<file path="src/design/pcgc_map.vh">
// Register map, field positions, reset values and keys of the peripheral clock gate control
`ifndef PCGC_MAP_VH
`define PCGC_MAP_VH

// ----------------------------------------------------------------------
// Bus geometry
// ----------------------------------------------------------------------
`define PCGC_AW              12
`define PCGC_DW              32

// ----------------------------------------------------------------------
// Register byte offsets
// ----------------------------------------------------------------------
`define PCGC_CFG_OFS         12'h000
`define PCGC_KEY_OFS         12'h010
`define PCGC_STAT_OFS        12'h020
`define PCGC_GATE_FIRST      12'h240
`define PCGC_GATE_LAST       12'h29C
`define PCGC_GATE_STRIDE     16
`define PCGC_GATE_NUM        6

// Alias of each gate register word: plain, clear, set, invert
`define PCGC_OP_WR           2'd0
`define PCGC_OP_CLR          2'd1
`define PCGC_OP_SET          2'd2
`define PCGC_OP_INV          2'd3

// ----------------------------------------------------------------------
// Implemented bits of the six gate registers
// ----------------------------------------------------------------------
`define PCGC_MASK_ANALOG     32'h0010_1101
`define PCGC_MASK_COMPAR     32'h0000_0007
`define PCGC_MASK_CAPCMP     32'h001F_001F
`define PCGC_MASK_TIMER      32'h0000_001F
`define PCGC_MASK_COMM       32'h0103_0303
`define PCGC_MASK_MISC       32'h0001_0003
`define PCGC_GATE_RST        32'h0000_0000

// ----------------------------------------------------------------------
// Configuration control and status fields
// ----------------------------------------------------------------------
`define PCGC_LOCK_BIT        12
`define PCGC_LOCK_RST        1'b1
`define PCGC_STAT_LOCK       0
`define PCGC_STAT_ARMED      1
`define PCGC_STAT_REFUSED    2

// Unlock keys (values are arbitrary)
`define PCGC_KEY1            32'h3C5A_0F96
`define PCGC_KEY2            32'hC3A5_F069

`define PCGC_NUM_PERIPH      32

`endif

</file>
<file path="src/design/pcgc_top.v">
// Peripheral clock gate control: module-disable registers, write lock and clock gates
//
// Operation
// - Set disable bit stops that peripheral's clocks.
// - Disabled peripheral ignores writes, reads invalid.
// - One disables, zero enables; reset clears all.
// - Analog, comparator, capture/compare bit placement.
// - Timer, comm, misc bit placement.
// - Locked writes complete normally, change nothing; here they still set the refused flag in the status register.
// - Lock bit twelve blocks disable writes.
// - Lock changes only after unlock sequence.
//
// Chosen here: the register offsets and the APB interface to the registers.
`timescale 1ns/1ps
`default_nettype none
`include "pcgc_map.vh"

module pcgc_top (
  // Clock, reset, clock enable
  input  wire                     pclk,
  input  wire                     presetn,
  input  wire                     pclk_en,
  // APB slave
  input  wire                     psel,
  input  wire                     penable,
  input  wire                     pwrite,
  input  wire [`PCGC_AW-1:0]      paddr,
  input  wire [`PCGC_DW-1:0]      pwdata,
  input  wire [3:0]               pstrb,
  output reg  [`PCGC_DW-1:0]      prdata,
  output reg                      pready,
  output reg                      pslverr,
  // Peripheral side
  output reg  [`PCGC_NUM_PERIPH-1:0] periph_clk_en,
  output wire [`PCGC_NUM_PERIPH-1:0] periph_clk,
  output reg  [`PCGC_NUM_PERIPH-1:0] periph_reg_block,
  // Lock state
  output reg                      gate_write_lock,
  output wire                     unlock_armed
);

  // ----------------------------------------------------------------------
  // Address decode
  // ----------------------------------------------------------------------
  wire                  setup_ph;
  wire                  access_ph;
  wire                  wr_commit;
  wire [`PCGC_AW-1:0]   gate_off;
  wire                  hit_gate;
  wire [2:0]            gate_idx;
  wire [1:0]            gate_op;
  wire                  hit_cfg;
  wire                  hit_key;
  wire                  hit_stat;
  wire                  hit_any;
  wire [`PCGC_DW-1:0]   byte_mask;

  assign setup_ph  = psel & ~penable;
  assign access_ph = psel & penable;
  // A write lands on the edge where the master sees pready high
  assign wr_commit = access_ph & pready & pwrite & pclk_en;

  assign gate_off  = paddr - `PCGC_GATE_FIRST;
  assign hit_gate  = (paddr >= `PCGC_GATE_FIRST) && (paddr <= `PCGC_GATE_LAST);
  assign gate_idx  = gate_off[6:4];
  assign gate_op   = paddr[3:2];
  assign hit_cfg   = (paddr == `PCGC_CFG_OFS);
  assign hit_key   = (paddr == `PCGC_KEY_OFS);
  assign hit_stat  = (paddr == `PCGC_STAT_OFS);
  assign hit_any   = hit_gate | hit_cfg | hit_key | hit_stat;

  assign byte_mask = {{8{pstrb[3]}}, {8{pstrb[2]}}, {8{pstrb[1]}}, {8{pstrb[0]}}};

  // ----------------------------------------------------------------------
  // Unlock sequence
  // ----------------------------------------------------------------------
  wire key_wr;
  wire cfg_wr;

  assign key_wr = wr_commit & hit_key;
  assign cfg_wr = wr_commit & hit_cfg;

  pcgc_unlock u_unlock (
    .clk      (pclk),
    .rst_n    (presetn),
    .clk_en   (pclk_en),
    .key_wr   (key_wr),
    .key_data (pwdata),
    .consume  (cfg_wr),
    .armed_q  (unlock_armed)
  );

  // ----------------------------------------------------------------------
  // Configuration control: write lock
  // ----------------------------------------------------------------------
  // A config write without a fresh unlock is dropped, and any config write
  // spends the unlock, so each change needs its own sequence.
  always @(posedge pclk or negedge presetn) begin
    if (!presetn) begin
      gate_write_lock <= `PCGC_LOCK_RST;
    end else if (cfg_wr && unlock_armed && pstrb[1]) begin
      gate_write_lock <= pwdata[`PCGC_LOCK_BIT];
    end
  end

  // ----------------------------------------------------------------------
  // Gate registers
  // ----------------------------------------------------------------------
  wire [`PCGC_DW*`PCGC_GATE_NUM-1:0] gate_flat;
  wire [`PCGC_DW*`PCGC_GATE_NUM-1:0] mask_flat;
  wire                               gate_wr;
  wire                               refused_wr;

  assign mask_flat = {`PCGC_MASK_MISC, `PCGC_MASK_COMM, `PCGC_MASK_TIMER,
                      `PCGC_MASK_CAPCMP, `PCGC_MASK_COMPAR, `PCGC_MASK_ANALOG};

  assign gate_wr    = wr_commit & hit_gate & ~gate_write_lock;
  // Still answered as a normal write, only the contents stay put
  assign refused_wr = wr_commit & hit_gate & gate_write_lock;

  genvar r;
  generate
    for (r = 0; r < `PCGC_GATE_NUM; r = r + 1) begin : g_gate
      wire [`PCGC_DW-1:0] imp;
      reg  [`PCGC_DW-1:0] bits_q;
      reg  [`PCGC_DW-1:0] bits_d;

      assign imp = mask_flat[r*`PCGC_DW +: `PCGC_DW];

      always @* begin
        bits_d = bits_q;
        case (gate_op)
          `PCGC_OP_WR:  bits_d = (bits_q & ~byte_mask) | (pwdata & byte_mask);
          `PCGC_OP_CLR: bits_d = bits_q & ~(pwdata & byte_mask);
          `PCGC_OP_SET: bits_d = bits_q | (pwdata & byte_mask);
          `PCGC_OP_INV: bits_d = bits_q ^ (pwdata & byte_mask);
          default:      bits_d = bits_q;
        endcase
        bits_d = bits_d & imp;
      end

      always @(posedge pclk or negedge presetn) begin
        if (!presetn) begin
          bits_q <= `PCGC_GATE_RST;
        end else if (gate_wr && (gate_idx == r)) begin
          bits_q <= bits_d;
        end
      end

      assign gate_flat[r*`PCGC_DW +: `PCGC_DW] = bits_q;
    end
  endgenerate

  // ----------------------------------------------------------------------
  // Per-peripheral disable vector
  // ----------------------------------------------------------------------
  // Order, bit 0 upward: adc, charge time, comp ref, low volt, comparators,
  // captures, compares, timers, uarts, spis, i2cs, usb, rtc, refclk, parallel.
  wire [`PCGC_DW-1:0]           g_an;
  wire [`PCGC_DW-1:0]           g_cp;
  wire [`PCGC_DW-1:0]           g_cc;
  wire [`PCGC_DW-1:0]           g_tm;
  wire [`PCGC_DW-1:0]           g_cm;
  wire [`PCGC_DW-1:0]           g_ms;
  wire [`PCGC_NUM_PERIPH-1:0]   disable_vec;

  assign g_an = gate_flat[0*`PCGC_DW +: `PCGC_DW];
  assign g_cp = gate_flat[1*`PCGC_DW +: `PCGC_DW];
  assign g_cc = gate_flat[2*`PCGC_DW +: `PCGC_DW];
  assign g_tm = gate_flat[3*`PCGC_DW +: `PCGC_DW];
  assign g_cm = gate_flat[4*`PCGC_DW +: `PCGC_DW];
  assign g_ms = gate_flat[5*`PCGC_DW +: `PCGC_DW];

  assign disable_vec = {
    g_ms[16], g_ms[1], g_ms[0],
    g_cm[24], g_cm[17:16], g_cm[9:8], g_cm[1:0],
    g_tm[4:0],
    g_cc[20:16], g_cc[4:0],
    g_cp[2:0],
    g_an[20], g_an[12], g_an[8], g_an[0]
  };

  // The gating relies on software having stopped the module and, for usb,
  // waited for idle first; nothing here can rescue a module cut mid-work.
  always @(posedge pclk or negedge presetn) begin
    if (!presetn) begin
      periph_clk_en    <= {`PCGC_NUM_PERIPH{1'b1}};
      periph_reg_block <= {`PCGC_NUM_PERIPH{1'b0}};
    end else if (pclk_en) begin
      periph_clk_en    <= ~disable_vec;
      periph_reg_block <= disable_vec;
    end
  end

  // ----------------------------------------------------------------------
  // Clock gates
  // ----------------------------------------------------------------------
  genvar p;
  generate
    for (p = 0; p < `PCGC_NUM_PERIPH; p = p + 1) begin : g_cg
      pcgc_clk_gate u_cg (
        .clk_in  (pclk),
        .rst_n   (presetn),
        .gate_en (periph_clk_en[p]),
        .clk_out (periph_clk[p])
      );
    end
  endgenerate

  // ----------------------------------------------------------------------
  // Status: refused-write flag
  // ----------------------------------------------------------------------
  reg refused_q;
  wire stat_clr;

  assign stat_clr = wr_commit & hit_stat & pstrb[0] & pwdata[`PCGC_STAT_REFUSED];

  // Hardware set beats a write-one clear in the same cycle
  always @(posedge pclk or negedge presetn) begin
    if (!presetn) begin
      refused_q <= 1'b0;
    end else if (refused_wr) begin
      refused_q <= 1'b1;
    end else if (stat_clr) begin
      refused_q <= 1'b0;
    end
  end

  // ----------------------------------------------------------------------
  // Read data
  // ----------------------------------------------------------------------
  reg [`PCGC_DW-1:0] rd_d;

  always @* begin
    rd_d = {`PCGC_DW{1'b0}};
    if (hit_gate) begin
      // Only the plain alias reads back; clear/set/invert read zero
      if (gate_op == `PCGC_OP_WR) begin
        rd_d = gate_flat[gate_idx*`PCGC_DW +: `PCGC_DW];
      end
    end else if (hit_cfg) begin
      rd_d[`PCGC_LOCK_BIT] = gate_write_lock;
    end else if (hit_stat) begin
      rd_d[`PCGC_STAT_LOCK]    = gate_write_lock;
      rd_d[`PCGC_STAT_ARMED]   = unlock_armed;
      rd_d[`PCGC_STAT_REFUSED] = refused_q;
    end
  end

  // ----------------------------------------------------------------------
  // APB response: one wait-free access phase per transfer
  // ----------------------------------------------------------------------
  always @(posedge pclk or negedge presetn) begin
    if (!presetn) begin
      pready  <= 1'b0;
      prdata  <= {`PCGC_DW{1'b0}};
      pslverr <= 1'b0;
    end else if (pclk_en) begin
      if (setup_ph) begin
        pready  <= 1'b1;
        prdata  <= pwrite ? {`PCGC_DW{1'b0}} : rd_d;
        pslverr <= ~hit_any;
      end else begin
        pready  <= 1'b0;
        prdata  <= {`PCGC_DW{1'b0}};
        pslverr <= 1'b0;
      end
    end
  end

endmodule // pcgc_top

`default_nettype wire

</file>
<file path="src/design/pcgc_clk_gate.v">
// Glitch-free clock gate for one peripheral clock
`timescale 1ns/1ps
`default_nettype none

module pcgc_clk_gate (
  // Clock and reset
  input  wire clk_in,
  input  wire rst_n,
  // Control
  input  wire gate_en,
  // Gated clock
  output wire clk_out
);

  reg en_low_q;

  // Enable only moves on the falling edge, so the AND never clips a high phase
  always @(negedge clk_in or negedge rst_n) begin
    if (!rst_n) begin
      en_low_q <= 1'b1;
    end else begin
      en_low_q <= gate_en;
    end
  end

  assign clk_out = clk_in & en_low_q;

endmodule // pcgc_clk_gate

`default_nettype wire

</file>
<file path="src/design/pcgc_unlock.v">
// Two-key unlock sequencer guarding changes of the gate write lock
`timescale 1ns/1ps
`default_nettype none
`include "pcgc_map.vh"

module pcgc_unlock (
  // Clock and reset
  input  wire        clk,
  input  wire        rst_n,
  input  wire        clk_en,
  // Key writes
  input  wire        key_wr,
  input  wire [31:0] key_data,
  // Consumed by a configuration write
  input  wire        consume,
  // State
  output reg         armed_q
);

  localparam ST_IDLE = 1'b0;
  localparam ST_KEY1 = 1'b1;

  reg state_q;
  reg state_d;
  reg armed_d;

  always @* begin
    state_d = state_q;
    armed_d = armed_q;
    if (consume) begin
      armed_d = 1'b0;
    end
    if (key_wr) begin
      case (state_q)
        ST_IDLE: begin
          state_d = (key_data == `PCGC_KEY1) ? ST_KEY1 : ST_IDLE;
          armed_d = 1'b0;
        end
        ST_KEY1: begin
          state_d = ST_IDLE;
          armed_d = (key_data == `PCGC_KEY2);
        end
        default: begin
          state_d = ST_IDLE;
          armed_d = 1'b0;
        end
      endcase
    end
  end

  always @(posedge clk or negedge rst_n) begin
    if (!rst_n) begin
      state_q <= ST_IDLE;
      armed_q <= 1'b0;
    end else if (clk_en) begin
      state_q <= state_d;
      armed_q <= armed_d;
    end
  end

endmodule // pcgc_unlock

`default_nettype wire

</file>
<file path="config.mk">
export PLATFORM = sky130hd
export DESIGN_NAME = pcgc_top
export DESIGN_NICKNAME = d
export VERILOG_FILES = /design/src/design/pcgc_top.v /design/src/design/pcgc_clk_gate.v /design/src/design/pcgc_unlock.v
export VERILOG_INCLUDE_DIRS = /design/src /design/src/design
export SDC_FILE = /design/constraint.sdc
export NUM_CORES = 1
export LEC_CHECK = 0
export BUFFER_PORTS_ARGS = -buffer_cell sky130_fd_sc_hd__buf_2
export CORE_MARGIN = 8
export CORE_UTILIZATION = 55
export CTS_CLUSTER_DIAMETER = 30
export DETAILED_ROUTE_END_ITERATION = 7
export PLACE_DENSITY = 0.92
export SLEW_MARGIN = 20
export SYNTH_ARGS = -nofsm -noshare
export SYNTH_HDL_FRONTEND = slang
export SYNTH_HIERARCHICAL = 1
export SYNTH_SLANG_ARGS = --single-unit
</file>
<file path="constraint.sdc">
create_clock -name pclk -period 4.7 [get_ports pclk]
set_input_delay 0.94 -clock pclk [delete_from_list [all_inputs] [get_ports pclk]]
set_output_delay 0.94 -clock pclk [all_outputs]
set_load 0.01 [all_outputs]
</file>
* Word level (Yosys, flattened, before mapping)
Cells that the tools add are included.
Widths: inputs -> output; s select.
** Cells by class
- Bitwise operators :: 86
- $lt $le $gt $ge :: 2
- $add $sub $neg :: 1
- Reductions and logical operators :: 16
- Mux-type cells :: 25
- Shifts and indexed selects :: 1
- Equal/unequal tests :: 12
** Operators by type and width (number)
- $shiftx 192x9->32 :: 1
- $pmux 21 s4 :: 2
- $pmux 25 s4 :: 1
- $mux 32 :: 3
- $and 21x21->21 :: 4
- $or 21x21->21 :: 4
- $and 25x25->25 :: 3
- $pmux 17 s4 :: 1
- $not 25->25 :: 2
- $or 25x25->25 :: 2
- $and 1x1->1 :: 45
- $xor 21x21->21 :: 2
- $and 17x17->17 :: 2
- $or 17x17->17 :: 2
- $eq 32x30->1 const B :: 1
- $eq 32x32->1 const B :: 1
- $not 32->32 :: 1
- $xor 25x25->25 :: 1
- $pmux 5 s4 :: 1
- $mux 19 :: 1
- $xor 17x17->17 :: 1
- $eq 12x5->1 const B :: 1
- $eq 12x6->1 const B :: 1
- $ge 12x10->1 const B :: 1
- other kinds (26) :: 59
** Storage, ports and cells
- Bits of input ports :: 54
- Register bits :: 166
- Output and inout bits :: 132
- Word-level logic and storage cells :: 190

* Longest topological paths before layout
Gate-level depths: netlist (run 1).
- Depth after elaboration :: 9
- Gate-level depth with buffers :: 8

* Cells and area by module
Netlist (run 1), hierarchy kept.
** By module, submodules not included
- pcgc_top :: sequential area each 2894.0 sq um, area each 6696.4 sq um, cells an instance 608, times used 1
- pcgc_clk_gate :: sequential area each 26.3 sq um, area each 36.3 sq um, cells an instance 3, times used 32
- pcgc_unlock :: sequential area each 50.0 sq um, area each 275.3 sq um, cells an instance 34, times used 1

==> key figures, run 1 <==
Run status
  • Status: finished clean

Finish
  • Finished Layout Cells: 1,108
  • Area growth, synth to finish: 22.71%
  • Nets@finish: 1,020
  • Layout cells sized above 1: 0.4150
  • Commonest non-fill, non-tap cell in the layout: buf_2
  • Most frequent cells in the layout: buf_2 (166), inv_1 (86), dfrtp_1 (83)
  • Fill cells: 1,015

Setup path
  • Crit path capture type: primary output
  • Worst reg2reg setup slack: 1.75 ns
  • CP startpoint: g_cg[28].u_cg/en_low_q$_DFF_NN1_
  • R2r endpoint: g_cg[0].u_cg/en_low_q$_DFF_NN1_
  • FF-to-FF Start: periph_clk_en[0]$_DFFE_PN1P_
  • Worst-path maximum fanout: 1
  • Startpoint types: flop
  • Worst setup path category: flop to primary output
  • Required @ worst endpoint: 3.76 ns
  • Worst r2r path cells: 0
  • Crit path DAT: 3.70 ns
  • Setup crit end: periph_clk[28]

Route
  • Iter 0 DRT Violations: 642
  • 1st-pass router iterations: 5
  • Total number of vias: 6,682
  • Final routed DRC violation total: 0
  • WL/cell: 21.35 um
  • DRT Wirelength: 23.66 mm
  • ANT nets after route: 0
  • Vias/cell: 6.031

Clock network
  • Worst skew pair latency: 0.58 ns
  • Hold Buf Count CTS: 0
  • Setup bufs post-CTS: 0
  • Post-CTS sizing: 0
  • Worst-path clk slew: 0.06 ns
  • CTS tree: yes

Synthesis
  • Cell taking the most area after synthesis: dfrtp_1
  • Main flop type after synthesis: dfrtp_1
  • Post-Syn Area: 8133 um2
  • Synth warn: 6
  • Share of the synthesized area in the top cell type: 0.2554
  • Library cells used by synthesis: 54
  • Top cells by area, synth: dfrtp_1 (26%), dfstp_2 (21%), mux2_2 (9.6%), ha_1 (8.6%), mux4_2 (4.2%)
  • Synth Register Bits: 148
  • Post-Syn Instances: 738
  • Register area share after synthesis: 0.4654
  • Synthesized area per cell: 11.02 um2
  • Asr flop ratio synth: 1.000
  • EDFF count, synth: 0

STA
  • Setup violators final: 0
  • RSZ-0062 raised after global routing: false
  • Final hold vios: 0
  • Slew @ Worst Pin: 0.8063 ns
  • Fin Setup TNS: 0 ns
  • Final hold slack: 0.3859 ns
  • Count of pins over their slew limit: 0
  • Slew headroom: 0.4575
  • Clock Skew: 0.05063 ns

Die
  • DIE WIDTH: 137.6 um
  • Core box area: 14,480 um2
  • Die Height: 137.6 um
  • I/O pin count: 186
  • Die area: 18,930 um2
  • Row cnt: 44
  • Initial core utilization: 0.5617

Placed design
  • Routability Congestion: 0.9275
  • Post-Place Cells: 1,063
  • Hpwl dp: 15.77 mm
  • Port buffer count: 167

GRT
  • Total grt overflow: 0
  • Vias in the first global route: 7,143
  • Pin count of the biggest net entering global routing: 65
  • First-pass GRT wire length: 37.30 mm
  • Initial antenna violation count: 3
  • Global router's overall resource usage: 0.2585

Min path
  • Hold crit path type: input port to async pin

Power
  • Leakage power: 0.004871 uW
  • Power per cell area: 410.5 nW/um2
  • Worst vdd ir: 256.2 uV

Run
  • Maxcap violations: 0
[sequential cells by signal, indices dropped and copies added (netlist names)]
signal / flops
pready: 1
g_an: 4
u_unlock/state_q: 1
g_cc: 10
refused_q: 1
gate_write_lock: 1
periph_clk_en: 32
g_gate.bits_q: 8
g_cm: 7
pslverr: 1
prdata: 14
u_unlock/armed_q: 1
g_cp: 3
periph_reg_block: 32
g_cg.u_cg/en_low_q: 32
[final cells by class]
| class | instances | area, um2 | share of cell area |
|---|---|---|---|
| Multi-Input combinational cell | 466 | 3810 | 0.3818 |
| Sequential cell | 148 | 3785 | 0.3793 |
| Clock buffer | 63 | 924.6 | 0.09265 |
| Timing Repair Buffer | 146 | 764.5 | 0.07660 |
| Clock inverter | 45 | 256.5 | 0.02570 |
| Tap cell | 184 | 230.2 | 0.02307 |
| Inverter | 55 | 206.4 | 0.02069 |
| Antenna cell | 1 | 2.502 | 0.0002508 |
[per-layer routing]
| layer | part of all wire | vias to the layer above | GRT usage |
|---|---|---|---|
| li1 | - | 2895 | - |
| met1 | 0.37 | 3235 | 0.3068 |
| met2 | 0.46 | 444 | 0.3796 |
| met3 | 0.12 | 104 | 0.1021 |
| met4 | 0.047 | 4 | 0.1768 |
| met5 | 0.0011 | - | 0 |
[report_power, final]
group          switching, uW  internal, uW  leakage (uW)
sequential              6.95          1300       0.00177
combinational            159          87.3       0.00227
clock                    996          1550      0.000833
total                   1160          2940       0.00487
[per-stage QoR]
stage | utilization | cell area (um2) | power (uW) | worst slack, ns
after floorplan | - | 8197 | 1814 | 0.7713
after global placement | 0.6269 | 9076 | 2052 | 0.7123
after detailed placement | 0.6269 | 9076 | 2063 | 0.6915
after CTS | 0.6891 | 9977 | 4162 | 0.04221
after global routing | 0.6893 | 9980 | 4304 | 0.01276
final | 0.6893 | 9980 | 4097 | 0.05695
[logic make-up (layout without fill, tap and decap cells)]
logic type / after synthesis / in the layout / synth area share
AO/OA/AOI/OAI: 113 / 113 / 0.08939
other: 1 / 19 / 0.0004611
buffers and inverters: 141 / 309 / 0.07400
adder cells (fa/ha/maj): 56 / 56 / 0.08615
multiplexers: 100 / 100 / 0.1605
AND/OR/NAND/NOR: 179 / 179 / 0.1242
flip-flops: 148 / 148 / 0.4654
[worst max-delay path, stage by stage (launching register included)]
cell,delay [ns]
dfstp_2,0.51
and2_1,0.13
buf_2,0.13
[how the worst min path moves through the flow]
stage / depth (start not counted) / end
global placement: 1 / prdata[3]$_DFFE_PN0P_
finish: 1 / periph_reg_block[6]$_DFFE_PN0P_
detailed placement: 1 / prdata[24]$_DFFE_PN0P_
global route: 1 / periph_reg_block[6]$_DFFE_PN0P_
CTS: 1 / periph_reg_block[29]$_DFFE_PN0P_
floorplan: 2 / u_unlock/state_q$_DFFE_PN0P_
[cells in the mapped netlist, types with 4 or more instances]
cell type,number
inv_1,86
a21oi_1,33
nand2_1,38
o21ai_0,31
mux2i_1,10
or4_1,4
o32ai_1,4
a32oi_1,4
mux4_2,15
dfstp_2,65
dfrtp_1,83
nor2b_1,4
nor2_1,34
a211oi_1,8
buf_2,4
nor4b_1,4
and3b_1,6
buf_4,18
mux2_4,6
or3_1,4
buf_1,4
nand4_1,9
nor4bb_1,6
o31ai_1,9
mux2_2,69
a32o_1,4
clkbuf_1,28
nand3_1,8
o211ai_1,4
nor4_1,9
ha_1,56
and2_1,37
Note: power is estimated with default switching activity, not from simulation.
==> inputs of run 2 (changes only) <==
Settings changed: ABC_AREA set to 1, CTS_CLUSTER_SIZE set to 30.
==> run 2 against run 1 <==
  * Setup slack better by 0.032 ns
  * Combinational power fell by 2%
  * Clock power grew 5%
  * Final area fell by 0.49%
  * Die area decreased by 0.90%
  * Total power is 3.8% higher
  * Sequential power up 3%
  * Critical path depth up 1
  * Register-to-register slack better by 0.03 ns
  * Critical path type unchanged
==> key figures, run 2 <==
Run status
  • Status: finished clean

STA
  • Slew @ Worst Pin: 0.9655 ns (+0.1593 ns)
  • Final hold vios: 0 (unchanged)
  • RSZ-0062 raised after global routing: false
  • Setup violators final: 0 (unchanged)
  • Clock Skew: 0.04769 ns (-0.002941 ns)
  • Fin Setup TNS: 0 ns (unchanged)
  • Count of pins over their slew limit: 0 (unchanged)
  • Slew headroom: 0.3548 (-0.1028)

Clock network
  • Worst skew pair latency: 0.59 ns (about the same)
  • Setup bufs post-CTS: 0 (unchanged)
  • Post-CTS sizing: 0 (unchanged)
  • Hold Buf Count CTS: 0 (unchanged)
  • Worst-path clk slew: 0.06 ns (about the same)
  • CTS tree: yes

GRT
  • Total grt overflow: 0 (unchanged)
  • Vias in the first global route: 8,224 (+15%)
  • Global router's overall resource usage: 0.2675 (+0.008963)
  • First-pass GRT wire length: 38.67 mm (+3.7%)
  • Initial antenna violation count: 2 (-1)
  • Pin count of the biggest net entering global routing: 74 (+14%)

Synthesis
  • Cell taking the most area after synthesis: dfrtp_1
  • Synthesized area per cell: 7.994 um2 (-27%)
  • Synth cell count leaders: nand2_1 (329), inv_1 (132), dfrtp_1 (83), o21ai_0 (77), nand3_1 (73)
  • Synth warn: 6 (unchanged)
  • Share of the synthesized area in the top cell type: 0.2580 (+0.002620)
  • Synth Register Bits: 148 (unchanged)
  • Library cells used by synthesis: 35 (-35%)
  • EDFF count, synth: 0 (unchanged)
  • Post-Syn Area: 8050 um2 (-1.0%)
  • Top cells by area, synth: dfrtp_1 (26%), dfstp_2 (21%), nand2_1 (15%), ha_1 (8.7%), inv_1 (6.2%)
  • Asr flop ratio synth: 1.000 (unchanged)
  • Main flop type after synthesis: dfrtp_1
  • Post-Syn Instances: 1,007 (+36%)
  • Register area share after synthesis: 0.4702 (+0.004774)
  • Count leader, synth: nand2_1

Placed design
  • Routability Congestion: 0.9047 (-2.5%)
  • Hpwl dp: 16.68 mm (+5.8%)
  • Port buffer count: 167 (unchanged)
  • Post-DP Area: 9005 um2 (-0.79%)

Finish
  • Regs by FF count: g_cg.u_cg/en_low_q x32, periph_clk_en x32, periph_reg_block x32
  • Final instance area: 9931 um2 (-0.49%)
  • Fin util: 0.6885 (-0.0007520)
  • Layout cells sized above 1: 0.2648 (-0.1501)
  • Nets@finish: 1,294 (+27%)
  • Area growth, synth to finish: 23.36%
  • Commonest non-fill, non-tap cell in the layout: nand2_1
  • Most frequent cells in the layout: nand2_1 (329), buf_2 (166), inv_1 (132)

Die
  • DIE WIDTH: 137.0 um (-0.45%)
  • Initial core utilization: 0.5581 (-0.003581)
  • Die area: 18,760 um2 (-0.90%)
  • Core box area: 14,420 um2 (-0.38%)
  • Row cnt: 44 (unchanged)
  • Die Height: 137.0 um (-0.45%)
  • I/O pin count: 186 (unchanged)

Power
  • Worst vdd ir: 251.0 uV (-2.0%)
  • Leakage power: 0.005301 uW (+8.8%)
  • Power per cell area: 428.4 nW/um2 (+4.3%)
  • Pwr Total: 4254 uW (+3.8%)

Min path
  • Hold crit path type: input port to async pin

Route
  • DRT Wirelength: 24.52 mm (+3.7%)
  • Iter 0 DRT Violations: 919 (+43%)
  • Vias/cell: 5.654 (-6.2%)
  • WL/cell: 17.74 um (-17%)
  • ANT nets after route: 0 (unchanged)
  • Final routed DRC violation total: 0 (unchanged)
  • 1st-pass router iterations: 8 (+3)
  • Total number of vias: 7,814 (+17%)

Setup path
  • Crit path capture type: primary output
  • Worst-path maximum fanout: 1 (unchanged)
  • Required @ worst endpoint: 3.76 ns (about the same)
  • Startpoint types: flop
  • Crit path DAT: 3.67 ns (-0.03 ns)
  • Worst setup path category: flop to primary output

Run
  • Maxcap violations: 0 (unchanged)
run 2: cell types whose count changed in the layout (fill, tap and decap cells not counted), moves of 15 or more:
cell	change
nand3_1	+65
o21ai_0	+46
mux4_2	-15
and2_1	-37
mux2_2	-69
nor2_1	+15
nand2_1	+291
a21oi_1	-17
inv_1	+46
o2111ai_1	+16
run 2: worst paths after layout:
| check | cells after the start | to | from | slack, ns |
|---|---|---|---|---|
| max | 3 | periph_clk[4] | g_cg[4].u_cg/en_low_q$_DFF_NN1_ | 0.09 |
| min | 1 | periph_reg_block[10]$_DFFE_PN0P_ | presetn | 0.40 |
| max reg2reg | 0 | g_cg[10].u_cg/en_low_q$_DFF_NN1_ | periph_clk_en[10]$_DFFE_PN1P_ | 1.78 |
| min reg2reg | 2 | periph_reg_block[30]$_DFFE_PN0P_ | periph_reg_block[30]$_DFFE_PN0P_ | 0.47 |
| max in group asynchronous | 1 | g_cg[28].u_cg/en_low_q$_DFF_NN1_ | presetn | 1.54 |
| min in group pclk | 2 | periph_reg_block[30]$_DFFE_PN0P_ | periph_reg_block[30]$_DFFE_PN0P_ | 0.47 |
run 2: cell type report:
type / count / area (um2)
Antenna cell: 1 / 2.502
Clock buffer: 65 / 974.7
Clock inverter: 75 / 349.1
Fill cell: 1130 / 4493
Inverter: 75 / 282.8
Multi-Input combinational cell: 690 / 3557
Sequential cell: 148 / 3785
Tap cell: 184 / 230.2
Timing Repair Buffer: 144 / 749.5
run 2: cell families (layout without fill, tap and decap cells):
family,after synthesis,in the layout,synth area share
buffers and inverters,186,359,0.09621
AOI/OAI and AO/OA,128,128,0.09170
other,1,19,0.0004658
and+or+nand+nor,488,488,0.2544
adders and majority gates,56,56,0.08704
DFF,148,148,0.4702
run 2: metrics by stage:
stage / instances / hold WS [ns] / setup WS (ns)
floorplan: 1024 / 0.4555 / 0.8013
global placement: 1337 / 0.4502 / 0.7367
detailed placement: 1337 / 0.4526 / 0.7143
CTS: 1381 / 0.4231 / 0.06098
global route: 1382 / 0.4587 / 0.02757
finish: 1382 / 0.4017 / 0.08926
run 2: layer usage:
metal / up-vias / global-route usage / share of wire
met1: 3652 / 0.2910 / 0.35
li1: 3516 / - / -
met2: 520 / 0.4104 / 0.48
met5: - / 0 / 0.00053
met3: 124 / 0.1010 / 0.12
met4: 2 / 0.2197 / 0.049
run 2: power breakdown:
| part | total [uW] | internal, uW | switching (uW) |
|---|---|---|---|
| sequential | 1340 | 1330 | 15.7 |
| clock | 2670 | 1560 | 1110 |
| combinational | 240 | 69.1 | 171 |
| total | 4250 | 2960 | 1300 |
run 2: critical path: stages, from the launching register on:
cell and delay, ns:
dfstp_2 0.50, nand2_1 0.05, inv_1 0.06, buf_2 0.13
==> inputs of run 3 (changes only) <==
Settings changed: CORE_UTILIZATION 55 to 50, PLACE_DENSITY 0.92 to unset, PLACE_DENSITY_LB_ADDON set to 0.08.
==> run 3 against run 2 <==
  * First-iteration DRC count decreased by 43%
  * Critical path depth unchanged
  * Count of clock-buffer cells in the layout decreased by 1
  * Non-clock buffer count increased by 2
  * Clock skew increased by 0.0046 ns
  * Wire length decreased by 6.7%
  * Die area increased by 8.8%
  * Via count decreased by 8.6%
  * Setup slack improved by 0.016 ns
  * Critical path type unchanged
  * Largest cell class unchanged
==> key figures, run 3 (same netlist as run 2, synthesis figures left out) <==
Placed design
  • Hpwl dp: 16.22 mm (-2.8%)
  • Post-DP Area: 9085 um2 (+0.89%)
  • Port buffer count: 167 (unchanged)
  • Post-Place Cells: 1,371 (+2.5%)
  • Routability Congestion: 0.8768 (-3.1%)

Clock network
  • Worst skew pair latency: 0.60 ns (about the same)
  • Hold Buf Count CTS: 0 (unchanged)
  • Worst-path clk slew: 0.07 ns (about the same)
  • Post-CTS sizing: 0 (unchanged)
  • Setup bufs post-CTS: 0 (unchanged)
  • CTS tree: yes

Route
  • WL/cell: 16.16 um (-8.9%)
  • Total number of vias: 7,144 (-8.6%)
  • DRT Wirelength: 22.86 mm (-6.7%)
  • Iter 0 DRT Violations: 526 (-43%)
  • 1st-pass router iterations: 7 (-1)
  • Final routed DRC violation total: 0 (unchanged)
  • Vias/cell: 5.049 (-11%)
  • ANT nets after route: 0 (unchanged)

STA
  • Final hold slack: 0.2749 ns (-0.1268 ns)
  • Slew @ Worst Pin: 1.001 ns (+0.03568 ns)
  • Fin Setup TNS: 0 ns (unchanged)
  • Final hold vios: 0 (unchanged)
  • Clock Skew: 0.05228 ns (+0.004589 ns)
  • RSZ-0062 raised after global routing: false
  • Slew headroom: 0.3309 (-0.02384)
  • Count of pins over their slew limit: 0 (unchanged)
  • Setup violators final: 0 (unchanged)

Setup path
  • CP bufs+invs: 2 (unchanged)
  • Crit path DAT: 3.66 ns (about the same)
  • Worst-path maximum fanout: 1 (unchanged)
  • Required @ worst endpoint: 3.76 ns (about the same)
  • CP startpoint: g_cg[18].u_cg/en_low_q$_DFF_NN1_
  • Worst path slowest cell: dfstp_2
  • Crit path cell chain: nand2_1, inv_1, buf_2
  • Worst setup path category: flop to primary output
  • Largest stage delay on the critical path: 0.50 ns (about the same)
  • Crit path capture type: primary output
  • FF-to-FF Start: periph_clk_en[31]$_DFFE_PN1P_
  • Startpoint types: flop
  • CP top delay family: flip-flops

Die
  • Initial core utilization: 0.5086 (-0.04950)
  • Core box area: 15,830 um2 (+9.7%)
  • Die Height: 142.9 um (+4.3%)
  • Die area: 20,420 um2 (+8.8%)
  • DIE WIDTH: 142.9 um (+4.3%)
  • Row cnt: 46 (+4.5%)
  • I/O pin count: 186 (unchanged)

Finish
  • ANT cells: 0 (-1)
  • Nets@finish: 1,296 (+0.15%)
  • Most frequent cells in the layout: nand2_1 (329), buf_2 (166), inv_1 (132)
  • Final instance area: 9990 um2 (+0.59%)
  • Commonest non-fill, non-tap cell in the layout: nand2_1
  • Finished Layout Cells: 1,415 (+2.4%)
  • Layout cells sized above 1: 0.2652 (+0.0003923)
  • Regs by FF count: g_cg.u_cg/en_low_q x32, periph_clk_en x32, periph_reg_block x32
  • Area growth, synth to finish: 24.09%
  • Fin util: 0.6311 (-0.05735)

GRT
  • First-pass GRT wire length: 36.67 mm (-5.2%)
  • Global router's overall resource usage: 0.2331 (-0.03439)
  • Total grt overflow: 0 (unchanged)
  • Pin count of the biggest net entering global routing: 63 (-15%)
  • Vias in the first global route: 7,626 (-7.3%)
  • Initial antenna violation count: 0 (-2)

Power
  • Leakage power: 0.005303 uW (about the same)
  • Sequential Power Share: 0.317 (about the same)
  • Switching Power: 1331 uW (+2.7%)
  • Power per cell area: 424.2 nW/um2 (-0.97%)
  • Part of the power in combinational logic: 0.056 (about the same)
  • Internal power: 2907 uW (-1.7%)
  • Clock share of power: 0.627 (about the same)
  • Sw Ratio: 0.3140 (+0.009479)
  • Worst vdd ir: 304.1 uV (+21%)

Run status
  • Status: finished clean

Run
  • Maxcap violations: 0 (unchanged)

Min path
  • Hold crit path type: input port to async pin
run 3: cell types whose count changed in the layout (fill, tap and decap cells not counted), moves of 2 or more:
cell / delta
clkinv_4: -3
buf_12: +2
inv_8: +2
clkinvlp_4: +2
clkinvlp_2: -2
inv_6: +5
run 3: area by class of cell:
type                    instances  area (um2)
flip-flops and latches        148        3785
inverters                      75       282.8
well taps                     216       270.3
repair buffers                146       789.5
fillers                      1427        5838
clock buffers                  64       939.7
clock inverters                76       365.4
multi-input cells             690        3557
run 3: routing by layer:
layer	global-route usage	up-vias	wire length, um
met2	0.3560	241	10730
li1	-	3519	-
met3	0.08881	54	1639
met4	0.1482	0	700
met1	0.2713	3330	9796
met5	0	-	0
run 3: path summary, 6_finish.rpt:
| kind | cells past startpoint | endpoint | slack [ns] |
|---|---|---|---|
| max reg2reg | 0 | g_cg[31].u_cg/en_low_q$_DFF_NN1_ | 1.78 |
| max in group asynchronous | 2 | g_cg[0].u_cg/en_low_q$_DFF_NN1_ | 1.54 |
| max | 3 | periph_clk[18] | 0.10 |
| min reg2reg | 2 | periph_reg_block[21]$_DFFE_PN0P_ | 0.47 |
| min | 1 | g_cc[18]$_DFFE_PN0P_ | 0.27 |
| min in group pclk | 2 | periph_reg_block[21]$_DFFE_PN0P_ | 0.47 |
run 3: power groups by stage:
stage	sequential (uW)	combinational, uW	clock (uW)
3_3_place_gp	1360	235	559
6_report	1340	239	2660
4_1_cts	1340	240	2730
2_1_floorplan	1370	125	384
5_1_grt	1350	270	2880
3_5_place_dp	1360	239	559
run 3: metrics by stage:
step	worst slack, ns	total power (uW)
floorplan	0.8013	1878
global placement	0.7370	2155
detailed placement	0.7240	2161
CTS	0.08035	4311
global route	0.02292	4493
finish	0.1048	4238
